<file path="config.mk">
export PLATFORM = sky130hd
export DESIGN_NAME = pfm_port_mux
export DESIGN_NICKNAME = d
export VERILOG_FILES = /design/src/verilog/pfm_pkg.sv /design/src/verilog/pfm_port_mux.sv /design/src/verilog/pfm_input_sync.sv
export SDC_FILE = /design/constraint.sdc
export NUM_CORES = 1
export LEC_CHECK = 0
export ABC_AREA = 1
export BUFFER_PORTS_ARGS = -buffer_cell sky130_fd_sc_hd__buf_4
export CAP_MARGIN = 20
export CORE_MARGIN = 4
export CORE_UTILIZATION = 45
export CTS_CLUSTER_DIAMETER = 30
export DETAILED_ROUTE_END_ITERATION = 6
export PLACE_DENSITY = 0.76
export SLEW_MARGIN = 20
export SYNTH_ARGS = -nofsm -noshare
export SYNTH_HDL_FRONTEND = slang
export SYNTH_SLANG_ARGS = --single-unit
</file>
<file path="constraint.sdc">
create_clock -name clk -period 1.82 [get_ports clk]
set_clock_uncertainty 0.15 [all_clocks]
set_input_delay 0.273 -clock clk [delete_from_list [all_inputs] [get_ports clk]]
set_output_delay 0.273 -clock clk [all_outputs]
set_load 0.01 [all_outputs]
</file>
<file path="src/verilog/pfm_pkg.sv">
// Constants for the port 1 / port 2 function multiplexer.
// Assumes a byte-wide processor register bus and one system clock.
package pfm_pkg;
    // Direct register byte addresses
    localparam logic [7:0] PORT1_FUNCTION_SELECT_ADDR = 8'h2b;
    localparam logic [7:0] INDIRECT_INDEX_ADDR = 8'h2e;
    localparam logic [7:0] INDIRECT_DATA_ADDR = 8'h2f;
    // Indirect register indices
    localparam logic [7:0] PORT2_PULLUP_DISABLE_IDX = 8'h08;
    localparam logic [7:0] PORT2_FUNCTION_SELECT_IDX = 8'h13;
    // Reset values
    localparam logic [7:0] PORT1_FUNCTION_SELECT_RESET = 8'h3f;
    localparam logic [7:0] PORT2_FUNCTION_SELECT_RESET = 8'h10;
    localparam logic [7:0] PORT2_PULLUP_DISABLE_RESET = 8'h00;
    localparam logic [7:0] INDIRECT_INDEX_RESET = 8'h00;
    // Field layout
    localparam int P1_PIN_COUNT = 6;
    localparam int P2_PIN_COUNT = 6;
    localparam int P2_UPPER_ROUTE_BIT = 4;
    localparam int P2_SDA_PIN = 4;
    localparam int P2_SCL_PIN = 5;
    localparam logic [7:0] PORT1_SELECT_MASK = 8'h3f;
    localparam logic [7:0] PORT2_SELECT_MASK = 8'h10;
    localparam logic [7:0] PORT2_PULLUP_MASK = 8'h3f;
    localparam logic [7:0] UNMAPPED_READ_VALUE = 8'h00;
    // Pad speed codes: fast while the upper pair carries the two-wire bus, normal otherwise
    localparam logic PAD_SPEED_FAST = 1'b1;
    localparam logic PAD_SPEED_NORMAL = 1'b0;
    localparam int PAD_FAST_SPEED_MHZ = 10;
endpackage

</file>
<file path="src/verilog/pfm_port_mux.sv">
// Port 1 / port 2 pin function multiplexer with its select registers.
// Assumes a byte register bus on clk; pad inputs are asynchronous.
`timescale 1ns/100ps
`default_nettype none
module pfm_port_mux (
    input wire logic clk,
    input wire logic rst,
    input wire logic [7:0] reg_addr,
    input wire logic reg_wr,
    input wire logic reg_rd,
    input wire logic [7:0] reg_wdata,
    output logic [7:0] reg_rdata,
    input wire logic [5:0] pwm_out,
    input wire logic [5:0] port1_general_io,
    input wire logic [5:0] port1_general_io_oe,
    output logic [5:0] p1_pad_out,
    output logic [5:0] p1_pad_oe,
    input wire logic [5:0] port2_input_lines,
    output logic [5:0] p2_pad_out,
    output logic [5:0] p2_pad_oe,
    output logic [5:0] p2_pullup_off_bits,
    output logic p2_upper_pad_speed,
    output logic [5:0] fast_digital_input,
    input wire logic i2c_scl_pull_low,
    input wire logic i2c_sda_pull_low,
    output logic i2c_scl_in,
    output logic i2c_sda_in
);
    logic [7:0] port1_function_select_q;
    logic [7:0] port2_function_select_q;
    logic [7:0] port2_pullup_disable_q;
    logic [7:0] index_q;
    logic [5:0] p2_sync;
    logic p2_upper_pair_route;
    logic hit_p1;
    logic hit_idx;
    logic hit_data;
    logic idx_pullup;
    logic idx_select;

    // Address decode; indirect registers only through the data window
    assign hit_p1 = (reg_addr == pfm_pkg::PORT1_FUNCTION_SELECT_ADDR);
    assign hit_idx = (reg_addr == pfm_pkg::INDIRECT_INDEX_ADDR);
    assign hit_data = (reg_addr == pfm_pkg::INDIRECT_DATA_ADDR);
    assign idx_pullup = (index_q == pfm_pkg::PORT2_PULLUP_DISABLE_IDX);
    assign idx_select = (index_q == pfm_pkg::PORT2_FUNCTION_SELECT_IDX);
    assign p2_upper_pair_route = port2_function_select_q[pfm_pkg::P2_UPPER_ROUTE_BIT];

    // Port 1 select register, reserved bits held at zero
    always_ff @(posedge clk) begin
        if (rst) begin
            port1_function_select_q <= pfm_pkg::PORT1_FUNCTION_SELECT_RESET;
        end else if (reg_wr && hit_p1) begin
            port1_function_select_q <= reg_wdata & pfm_pkg::PORT1_SELECT_MASK;
        end
    end

    // Indirect index register
    always_ff @(posedge clk) begin
        if (rst) begin
            index_q <= pfm_pkg::INDIRECT_INDEX_RESET;
        end else if (reg_wr && hit_idx) begin
            index_q <= reg_wdata;
        end
    end

    // Port 2 select, only the route bit is writable
    always_ff @(posedge clk) begin
        if (rst) begin
            port2_function_select_q <= pfm_pkg::PORT2_FUNCTION_SELECT_RESET;
        end else if (reg_wr && hit_data && idx_select) begin
            port2_function_select_q <= reg_wdata & pfm_pkg::PORT2_SELECT_MASK;
        end
    end

    // Port 2 pull-up disable bits
    always_ff @(posedge clk) begin
        if (rst) begin
            port2_pullup_disable_q <= pfm_pkg::PORT2_PULLUP_DISABLE_RESET;
        end else if (reg_wr && hit_data && idx_pullup) begin
            port2_pullup_disable_q <= reg_wdata & pfm_pkg::PORT2_PULLUP_MASK;
        end
    end

    // Read data, one cycle after the strobe; unmapped reads zero
    always_ff @(posedge clk) begin
        if (rst) begin
            reg_rdata <= pfm_pkg::UNMAPPED_READ_VALUE;
        end else if (reg_rd) begin
            if (hit_p1) begin
                reg_rdata <= port1_function_select_q;
            end else if (hit_idx) begin
                reg_rdata <= index_q;
            end else if (hit_data && idx_select) begin
                reg_rdata <= port2_function_select_q;
            end else if (hit_data && idx_pullup) begin
                reg_rdata <= port2_pullup_disable_q;
            end else begin
                reg_rdata <= pfm_pkg::UNMAPPED_READ_VALUE;
            end
        end
    end

    // Pad input synchroniser
    pfm_input_sync #(
        .WIDTH(pfm_pkg::P2_PIN_COUNT)
    ) u_p2_sync (
        .clk(clk),
        .rst(rst),
        .async_in(port2_input_lines),
        .sync_out(p2_sync)
    );

    // Port 1 pad mux, registered so pins never see decode glitches
    always_ff @(posedge clk) begin
        if (rst) begin
            p1_pad_out <= 6'h00;
            p1_pad_oe <= 6'h00;
        end else begin
            for (int i = 0; i < pfm_pkg::P1_PIN_COUNT; i++) begin
                p1_pad_out[i] <= port1_function_select_q[i] ? pwm_out[i] : port1_general_io[i];
                p1_pad_oe[i] <= port1_function_select_q[i] | port1_general_io_oe[i];
            end
        end
    end

    // Port 2 routing, open-drain drive of the two-wire pair
    always_ff @(posedge clk) begin
        if (rst) begin
            p2_pad_out <= 6'h00;
            p2_pad_oe <= 6'h00;
            p2_pullup_off_bits <= pfm_pkg::PORT2_PULLUP_DISABLE_RESET[5:0];
            p2_upper_pad_speed <= pfm_pkg::PAD_SPEED_NORMAL;
            fast_digital_input <= 6'h3f;
            i2c_scl_in <= 1'b1;
            i2c_sda_in <= 1'b1;
        end else begin
            p2_pad_out <= 6'h00;
            p2_pad_oe[3:0] <= 4'h0;
            p2_pad_oe[pfm_pkg::P2_SCL_PIN] <= ~p2_upper_pair_route & i2c_scl_pull_low;
            p2_pad_oe[pfm_pkg::P2_SDA_PIN] <= ~p2_upper_pair_route & i2c_sda_pull_low;
            p2_pullup_off_bits <= port2_pullup_disable_q[5:0];
            p2_upper_pad_speed <= p2_upper_pair_route ? pfm_pkg::PAD_SPEED_NORMAL
                                                      : pfm_pkg::PAD_SPEED_FAST;
            fast_digital_input[3:0] <= p2_sync[3:0];
            fast_digital_input[5:4] <= p2_upper_pair_route ? p2_sync[5:4] : 2'b11;
            i2c_scl_in <= p2_upper_pair_route ? 1'b1 : p2_sync[pfm_pkg::P2_SCL_PIN];
            i2c_sda_in <= p2_upper_pair_route ? 1'b1 : p2_sync[pfm_pkg::P2_SDA_PIN];
        end
    end

    // Checks
    property p_p1_route;
        @(posedge clk) disable iff (rst)
        ##1 1 |-> p1_pad_out == (($past(port1_function_select_q[5:0]) & $past(pwm_out))
                                | (~$past(port1_function_select_q[5:0]) & $past(port1_general_io)));
    endproperty
    a_p1_route: assert property (p_p1_route) else $error("port 1 pin route wrong");

    property p_p1_reset;
        @(posedge clk) $fell(rst) |-> port1_function_select_q == 8'h3f;
    endproperty
    a_p1_reset: assert property (p_p1_reset) else $error("port 1 select reset wrong");

    property p_p2_i2c;
        @(posedge clk) disable iff (rst)
        !p2_upper_pair_route ##1 !$past(rst) |-> fast_digital_input[5:4] == 2'b11
            && p2_pad_oe[5] == $past(i2c_scl_pull_low);
    endproperty
    a_p2_i2c: assert property (p_p2_i2c) else $error("upper pair not on two-wire bus");

    property p_p2_reserved;
        @(posedge clk) disable iff (rst)
        (port2_function_select_q & ~pfm_pkg::PORT2_SELECT_MASK) == 8'h00;
    endproperty
    a_p2_reserved: assert property (p_p2_reserved) else $error("port 2 reserved bit set");

    property p_pullup;
        @(posedge clk) disable iff (rst)
        reg_wr && hit_data && idx_pullup ##2 1 |-> p2_pullup_off_bits == $past(reg_wdata[5:0], 2);
    endproperty
    a_pullup: assert property (p_pullup) else $error("pull-up bits not applied");

    property p_no_direct;
        @(posedge clk) disable iff (rst)
        reg_wr && !hit_data |=> $stable(port2_function_select_q) && $stable(port2_pullup_disable_q);
    endproperty
    a_no_direct: assert property (p_no_direct) else $error("indirect register written directly");

    property p_sel_index;
        @(posedge clk) disable iff (rst)
        reg_wr && hit_data && index_q == 8'h13 |=> port2_function_select_q == ($past(reg_wdata) & 8'h10);
    endproperty
    a_sel_index: assert property (p_sel_index) else $error("port 2 select index wrong");

    property p_speed;
        @(posedge clk) disable iff (rst)
        !p2_upper_pair_route ##1 !$past(rst) |-> p2_upper_pad_speed == pfm_pkg::PAD_SPEED_FAST;
    endproperty
    a_speed: assert property (p_speed) else $error("pad speed not fast on two-wire route");

    property p_next_cycle;
        @(posedge clk) disable iff (rst)
        reg_wr && hit_p1 ##1 !rst ##1 !rst |-> p1_pad_oe[0] == ($past(reg_wdata[0], 2)
                                                | $past(port1_general_io_oe[0]));
    endproperty
    a_next_cycle: assert property (p_next_cycle) else $error("route change late");
endmodule
`default_nettype wire

</file>
<file path="src/verilog/pfm_input_sync.sv">
// Three-stage synchroniser with agreement filter for pad inputs.
// Assumes inputs arrive from pads, asynchronous to clk.
`timescale 1ns/100ps
`default_nettype none
module pfm_input_sync #(
    parameter int WIDTH = 6
) (
    input wire logic clk,
    input wire logic rst,
    input wire logic [WIDTH-1:0] async_in,
    output logic [WIDTH-1:0] sync_out
);
    logic [WIDTH-1:0] s1_q;
    logic [WIDTH-1:0] s2_q;
    logic [WIDTH-1:0] s3_q;

    // Per-bit four flops, output follows once stages two and three agree
    for (genvar i = 0; i < WIDTH; i++) begin : g_bit
        always_ff @(posedge clk) begin
            if (rst) begin
                s1_q[i] <= 1'b1;
                s2_q[i] <= 1'b1;
                s3_q[i] <= 1'b1;
                sync_out[i] <= 1'b1;
            end else begin
                s1_q[i] <= async_in[i];
                s2_q[i] <= s1_q[i];
                s3_q[i] <= s2_q[i];
                if (s2_q[i] == s3_q[i]) begin
                    sync_out[i] <= s3_q[i];
                end
            end
        end
    end
endmodule
`default_nettype wire

</file>
### After elaboration in Yosys (flattened, before gate mapping)

Index checks and enable logic that the tools add are counted.

* register bits after elaboration: 86
* output and inout bits: 47
* word-level logic and storage cells: 79

* equality and inequality tests: 11
* mux-type cells: 11
* bitwise operators: 9
* reduce and logical (&&, ||, !) cells: 9

Operator list (count)
* $eq 8x6->1 const B: 3
* $mux 8: 2
* $mux 6: 2
* $eq 8x4->1 const B: 1
* $eq 8x5->1 const B: 1
* $logic_and 1x1->1: 7
* $mux 1: 7
* $eq 1x1->1: 6
* $or 1x1->1: 6
* $reduce_or 2->1: 2
* $and 1x1->1: 2
* $not 1->1: 1

### Longest topological paths before layout

Gate-level depths: netlist of run 1.

* depth after elaboration: 6
* gate-level depth with buffers: 10
* depth with buffers taken out: 9

### By module

Synthesis of run 1 repeated with hierarchy kept, for this count alone.

* cells, all modules: 409
* area total of the unflattened synthesis: 3156.8 um2

By module, submodules not included
* pfm_port_mux: instances 1, cells an instance 317, area an instance 2376.0 um2
* pfm_input_sync: instances 1, cells an instance 92, area an instance 780.7 um2

### Least setup slack after synthesis of run 1

No wires, ideal clock.

* kind: reg-to-reg
* from: reg index_q[3]
* to: reg port2_pullup_disable_q[2]
* setup time: 0.117 ns
* arrival time: 1.077 ns
* data required time: 1.553 ns
* setup slack: 0.477 ns
* stages on the path, launching flop included: 9
* path through: dfxtp_1 inv_1 nor2_2 nand2_1 nor2_1 nand3_2 buf_6 o21ai_1 a21oi_1

* word-level cells in the longest chain between the ends: 2

Ends and longest elaborated chain
* start, declared: line pfm_port_mux.sv:32 `logic [7:0] index_q;`
* start signal, assigned: line pfm_port_mux.sv:61 `index_q <= pfm_pkg::INDIRECT_INDEX_RESET;`
* start signal, assigned: line pfm_port_mux.sv:63 `index_q <= reg_wdata;`
* $eq 8x4->1: line pfm_port_mux.sv:45 `assign idx_pullup = (index_q == pfm_pkg::PORT2_PULLUP_DISABLE_IDX);`
* $logic_and 1x1->1: line pfm_port_mux.sv:80 `end else if (reg_wr && hit_data && idx_pullup) begin`
* end signal, assigned: line pfm_port_mux.sv:79 `port2_pullup_disable_q <= pfm_pkg::PORT2_PULLUP_DISABLE_RESET;`
* end signal, assigned: line pfm_port_mux.sv:81 `port2_pullup_disable_q <= reg_wdata & pfm_pkg::PORT2_PULLUP_MASK;`
* end, declared: line pfm_port_mux.sv:31 `logic [7:0] port2_pullup_disable_q;`

Every way passes these cells.
A chain may end at the register's enable or synchronous reset.

### Worst setup path in the final report of run 1

* from: reg index_q[0]
* to: reg port2_pullup_disable_q[0]

The elaborated chain is that of the path after synthesis.

==> impl_metrics.toml, run 1 <==
[floorplan]
io_pins = 93
fp.dieH_um = 89.84
die_w_um = 89.84
rows = 29
coreArea_sq_um = 6422
start_util = 0.4693
die_area_sq_um = 8071

[setup_path]
crit_family = "simple AND/OR/NAND/NOR gates"
start_kind = "flop"
crit_path_end_kind = "flop"
crit_slowest_cell = "dfxtp_1"
crit_path_frequent_cell = "nor2_1"
worstPathMaxFanout = 12
crit_type = "reg2reg"
cp_num_buf_inv = 0
worstPathArrival_ns = 1.68
cpPeakStageDelay_ns = 0.34
crit_path_cell_trace = "nor2_1, nand2_1, nor2_1, nand3_2, o21ai_0, a21oi_1"
worstPathRequired_ns = 1.90

[place]
dpl.cell_count = 507
place_congestion = 0.8608
hpwl_um = 5056
port_buffers = 82
placed_area_sq_um = 3632

[sta]
final_min_period_over_clock_period = 0.8810
slew_violations = 0
tns_ns = 0
max_freq_mhz = 623.7
hold_viol_final = 0
fin_crit_ns = 1.603
rsz0062_at_grt = "no"
final-setup-viol-count = 0

[power_and_ir_drop]
pwr-share-seq = 0.531
ir_drop_mv = 0.5813
comb_power_share = 0.076
internal_power_w = 0.002680
powerDensity_nw_per_um2 = 854.5
leakagePower_nw = 1.840
power.switching_w = 0.0007778
sw_frac_of_total = 0.2249
p_clk_frac = 0.393

[synth]
postSynthAreaPerCell_sq_um = 8.396
synth_edf_count = 0
ys_ff_latch = 82
yosysWarnings = 0
syn-cell-area_sq_um = 3014
async_reset_ff_frac = 0
yosysTopAreaCell = "dfxtp_1"
synthCells = 359
yosysTopAreaCellShare = 0.5446
synth_area_leaders = "dfxtp_1, nor2_1, nand2_1, a21oi_1, nand3_1"
yosysSeqAreaShare = 0.5446
ys.flop_type = "dfxtp_1"
yosysUniqueCellTypes = 28

[grt]
grt_max_degree = 34
grt_pass1_wl_um = 11850
overflow = 0
grt_util_all_layers = 0.1800
first_global_vias = 2548
antenna_found_initial = 0

[cts]
clockRootBuffer = "clkbuf_8"
cts_buffers = 9
cts_setup_buffers = 0
htreeDepth = 3
clock_sinks = 82
clk_pin_slew_worst_paths_ns = 0.08
clk_latency_ns = 0.34
cts_tree = "yes"
cts_buffer_depth = 2

[detailed_routing]
ant_nets = 0
num_vias = 2589
drt_iter0_drc = 154
drc = 0
viasPerCell = 4.768
firstDrtPassIters = 4
routed_wl_um = 7037
avgRoutedWirePerCell_um = 12.96

[finish]
layout_commonest_cell = "buf_4"
syn_to_final_growth_pct = 34.25
final_cell_mix = "buf_4, dfxtp_1, nor2_1"
antenna_cells = 0
utilization = 0.6300
nets = 507
fin_cells = 543
top_regs = "index_q (8), reg_rdata (8)"
multi_input_area_sq_um = 1129
final-seq-area_sq_um = 1642
stdcell_area_sq_um = 4046
drive_above_1_share = 0.3090
fillers = 542

[worst_hold_path]
hold_class = "in2reg"

[job]
maxCapViolCount = 0

[status]
outcome = "finished clean"
[through the flow]
step	hold WS (ns)	worst slack, ns	total power [W]
final	0.01138	0.2166	0.003458
after detailed placement	0.2423	0.2013	0.002107
after global placement	0.2411	0.2322	0.002102
after CTS	0.002455	0.2370	0.003492
after global routing	0.02693	0.02862	0.003600
after floorplan	0.2268	0.4769	0.001995
[synthesized netlist by cell type (5+ instances only)]
library cell / count
inv_1: 29
buf_4: 10
nand2_2: 6
nand3_1: 29
a21oi_1: 31
nand2_1: 45
or2_2: 21
o21ai_1: 5
o21ai_0: 22
clkbuf_1: 7
nor2_1: 47
dfxtp_1: 82
[worst register-to-register path, cell delays in order (launching register included)]
cell	delay, ns
dfxtp_1	0.34
nor2_1	0.17
nand2_1	0.07
nor2_1	0.22
nand3_2	0.27
o21ai_0	0.22
a21oi_1	0.05
[layer usage]
metal / track usage / part of all wire / vias up
met5: 0 / 0 / -
met4: 0.08812 / 0.030 / 0
met3: 0.04424 / 0.061 / 19
met2: 0.3108 / 0.50 / 83
met1: 0.2084 / 0.40 / 1172
li1: - / - / 1315
[final cells by class]
cell class / count / share of cell area
tap: 77 / 0.02381
multi-input combinational: 230 / 0.2789
clock buffer: 11 / 0.03741
timing repair buffer: 105 / 0.2072
sequential: 82 / 0.4057
inverter: 33 / 0.03154
clock inverter: 5 / 0.01546
[kinds of logic (layout without fill, tap and decap cells)]
logic type,after synthesis,count (layout),share of synthesized area
AOI/OAI and AO/OA,61,61,0.1050
buffers and inverters,56,154,0.09215
DFF,82,82,0.5446
other,1,10,0.001244
and+or+nand+nor,159,159,0.2570
[path summary, 6_finish.rpt]
check | start | end | slack [ns] | cells after the start
hold reg to reg | u_p2_sync.s1_q[3] | u_p2_sync.s2_q[3] | 0.26 | 1
setup reg to reg | index_q[0] | port2_pullup_disable_q[0] | 0.22 | 6
hold / removal | port1_general_io[4] | p1_pad_out[4] | 0.01 | 3
setup / recovery | index_q[0] | port2_pullup_disable_q[0] | 0.22 | 6
[power by group through the flow]
| stage | combinational, W | clock (W) | sequential (W) |
|---|---|---|---|
| 6_report | 0.000263 | 0.00136 | 0.00184 |
| 2_1_floorplan | 0.000110 | 0 | 0.00188 |
| 3_3_place_gp | 0.000224 | 0 | 0.00188 |
| 4_1_cts | 0.000264 | 0.00139 | 0.00184 |
| 5_1_grt | 0.000291 | 0.00147 | 0.00184 |
| 3_5_place_dp | 0.000228 | 0 | 0.00188 |
[timing repair]
action / in CTS / in global routing
gates resized for setup: 0 / 0
endpoints found under the hold margin: 19 / 0
hold buffers: 20 / 0
Note: power is estimated with default switching activity, not from simulation.
==> run 2, diff against run 1 <==
--- a/config.mk
+++ b/config.mk
@@ -12,8 +12,8 @@
 export CORE_UTILIZATION = 45
 export CTS_CLUSTER_DIAMETER = 30
 export DETAILED_ROUTE_END_ITERATION = 6
-export PLACE_DENSITY = 0.76
-export SLEW_MARGIN = 20
+export PLACE_DENSITY = 0.75
 export SYNTH_ARGS = -nofsm -noshare
 export SYNTH_HDL_FRONTEND = slang
+export SYNTH_HIERARCHICAL = 1
 export SYNTH_SLANG_ARGS = --single-unit
==> run 2 against run 1 <==
Net effect:
- fmax grew 1.9%
- critical path type is now in2reg
- sequential power is essentially flat
- cell area increased by 4.8%
- largest cell class unchanged
==> impl_metrics.toml, run 2 <==
[sta]
hold_viol_final = 0
rsz0062_at_grt = "no"
setup_ws_ns = 0.2464
fin_crit_ns = 1.574
final_min_period_over_clock_period = 0.8646
max_freq_mhz = 635.5
tns_ns = 0
worstMarginPinSlew_ns = 0.5383
slew_violations = 0
relSlewSlack = 0.6407
final-setup-viol-count = 0

[setup_path]
start_kind = "primary input"
worstReg2RegStart = "port1_function_select_q[5]"
crit_type = "in2reg"
worstPathArrival_ns = 1.66
rrSetupSlack_ns = 0.29
crit_path_end_kind = "flop"
worstPathMaxFanout = 1
rr_endpoint = "p1_pad_out[5]"
endpoint = "p1_pad_out[2]"
worstPathRequired_ns = 1.91
reg2regPathDepth = 4
cp-startpoint = "pwm_out[2]"

[synth]
yosysTopAreaCellShare = 0.5200
synthTopCellsByCount = "dfxtp_1, nand2_1, nor2_1"
yosysTopAreaCell = "dfxtp_1"
syn-cell-area_sq_um = 3157
yosysSeqAreaShare = 0.5200
postSynthAreaPerCell_sq_um = 7.718
synthCells = 409
synth_edf_count = 0
yosysUniqueCellTypes = 27
yosysMostFrequentCell = "dfxtp_1"
async_reset_ff_frac = 0
yosysWarnings = 6
ys.flop_type = "dfxtp_1"
ys_ff_latch = 82
synth_area_leaders = "dfxtp_1, nand2_1, nor2_1, inv_1, a21oi_1"

[finish]
final_cell_mix = "buf_4, dfxtp_1, nand2_1"
top_regs = "index_q (8), reg_rdata (8)"
stdcell_area_sq_um = 4239
nets = 558
drive_above_1_share = 0.2398
layout_commonest_cell = "buf_4"
syn_to_final_growth_pct = 34.28
antenna_cells = 0

[power_and_ir_drop]
powerDensity_nw_per_um2 = 839.6
ir_drop_mv = 0.6316
leakagePower_nw = 2.061

[cts]
clk_pin_slew_worst_paths_ns = 0.08
clock_sinks = 82
clk_latency_ns = 0.35
cts_tree = "yes"
cts_buffers = 9
htreeDepth = 3
cts_buffer_depth = 2
cts_setup_buffers = 0
clockRootBuffer = "clkbuf_8"

[floorplan]
die_w_um = 91.76
start_util = 0.4646
io_pins = 93
rows = 30
die_area_sq_um = 8419
coreArea_sq_um = 6794
fp.dieH_um = 91.76

[status]
outcome = "finished clean"

[detailed_routing]
viasPerCell = 4.540
drt_iter0_drc = 187
ant_nets = 0
avgRoutedWirePerCell_um = 11.66
drc = 0
routed_wl_um = 7150
firstDrtPassIters = 4
num_vias = 2783

[place]
place_ws_ns = 0.08617
place_congestion = 0.8790
placed_area_sq_um = 3791
port_buffers = 82
hpwl_um = 5070

[grt]
grt_util_all_layers = 0.1735
grt_pass1_wl_um = 11650
overflow = 0
grt_max_degree = 60
antenna_found_initial = 0
first_global_vias = 2627

[job]
maxCapViolCount = 0

[worst_hold_path]
hold_class = "in2reg"
-- run 2: per-stage QoR --
| stage | util | hold slack [ns] | cells | power, W |
|---|---|---|---|---|
| final | 0.6239 | 0.01655 | 613 | 0.003559 |
| after global routing | 0.6239 | 0.01666 | 613 | 0.003692 |
| after CTS | 0.6239 | 0.004183 | 613 | 0.003586 |
| after detailed placement | 0.5580 | 0.2392 | 575 | 0.002110 |
| after global placement | 0.5580 | 0.2356 | 575 | 0.002105 |
| after floorplan | - | 0.2149 | 418 | 0.002000 |
-- run 2: worst min-delay path by stage --
stage | startpoint | to | slack [ns] | cells past startpoint
6_report | reg_wdata[4] | port1_function_select_q[4] | 0.02 | 3
2_1_floorplan | rst | u_p2_sync/s3_q[3] | 0.21 | 2
4_1_cts | rst | u_p2_sync/s1_q[5] | 0.004 | 2
3_3_place_gp | u_p2_sync/s1_q[0] | u_p2_sync/s2_q[0] | 0.24 | 1
3_5_place_dp | u_p2_sync/s1_q[0] | u_p2_sync/s2_q[0] | 0.24 | 1
5_1_grt | rst | u_p2_sync/s1_q[5] | 0.02 | 2
-- run 2: power by group --
group / total (W) / switching, W / internal, W
combinational: 0.000273 / 0.000128 / 0.000145
clock: 0.00145 / 0.000639 / 0.000811
sequential: 0.00184 / 0.0000106 / 0.00182
total: 0.00356 / 0.000777 / 0.00278
-- run 2: cell type report --
cell class / count / area [sq um]
inverter: 58 / 219.0
clock buffer: 10 / 137.6
tap: 96 / 120.1
multi-input combinational: 254 / 1160
timing repair buffer: 107 / 870.8
sequential: 82 / 1642
clock inverter: 6 / 90.09
fill: 600 / 2555
-- run 2: worst max-delay path: stages --
cell and delay [ns]:
dlygate4sd3_1 0.55, buf_4 0.14, nor2_1 0.10, nor2_1 0.05
dlygate4sd3_1 0.56
-- run 2: metal layers --
| layer | wire length [um] | up-vias | GRT usage |
|---|---|---|---|
| met4 | 113 | 0 | 0.06188 |
| met5 | 0 | - | 0 |
| met1 | 2849 | 1245 | 0.1831 |
| li1 | - | 1440 | - |
| met3 | 452 | 13 | 0.06235 |
| met2 | 3734 | 85 | 0.3159 |
-- run 2: logic make-up after synthesis --
family / count (synthesis) / synth area share
other: 1 / 0.001188
AND/OR/NAND/NOR: 187 / 0.2624
AO/OA/AOI/OAI: 57 / 0.09314
buffers and inverters: 82 / 0.1233
flip-flops: 82 / 0.5200
-- run 2: what timing repair did --
item | in CTS | in global routing
hold endpoints to repair | 20 | 0
resized for setup | 0 | 0
hold buffers | 22 | 0
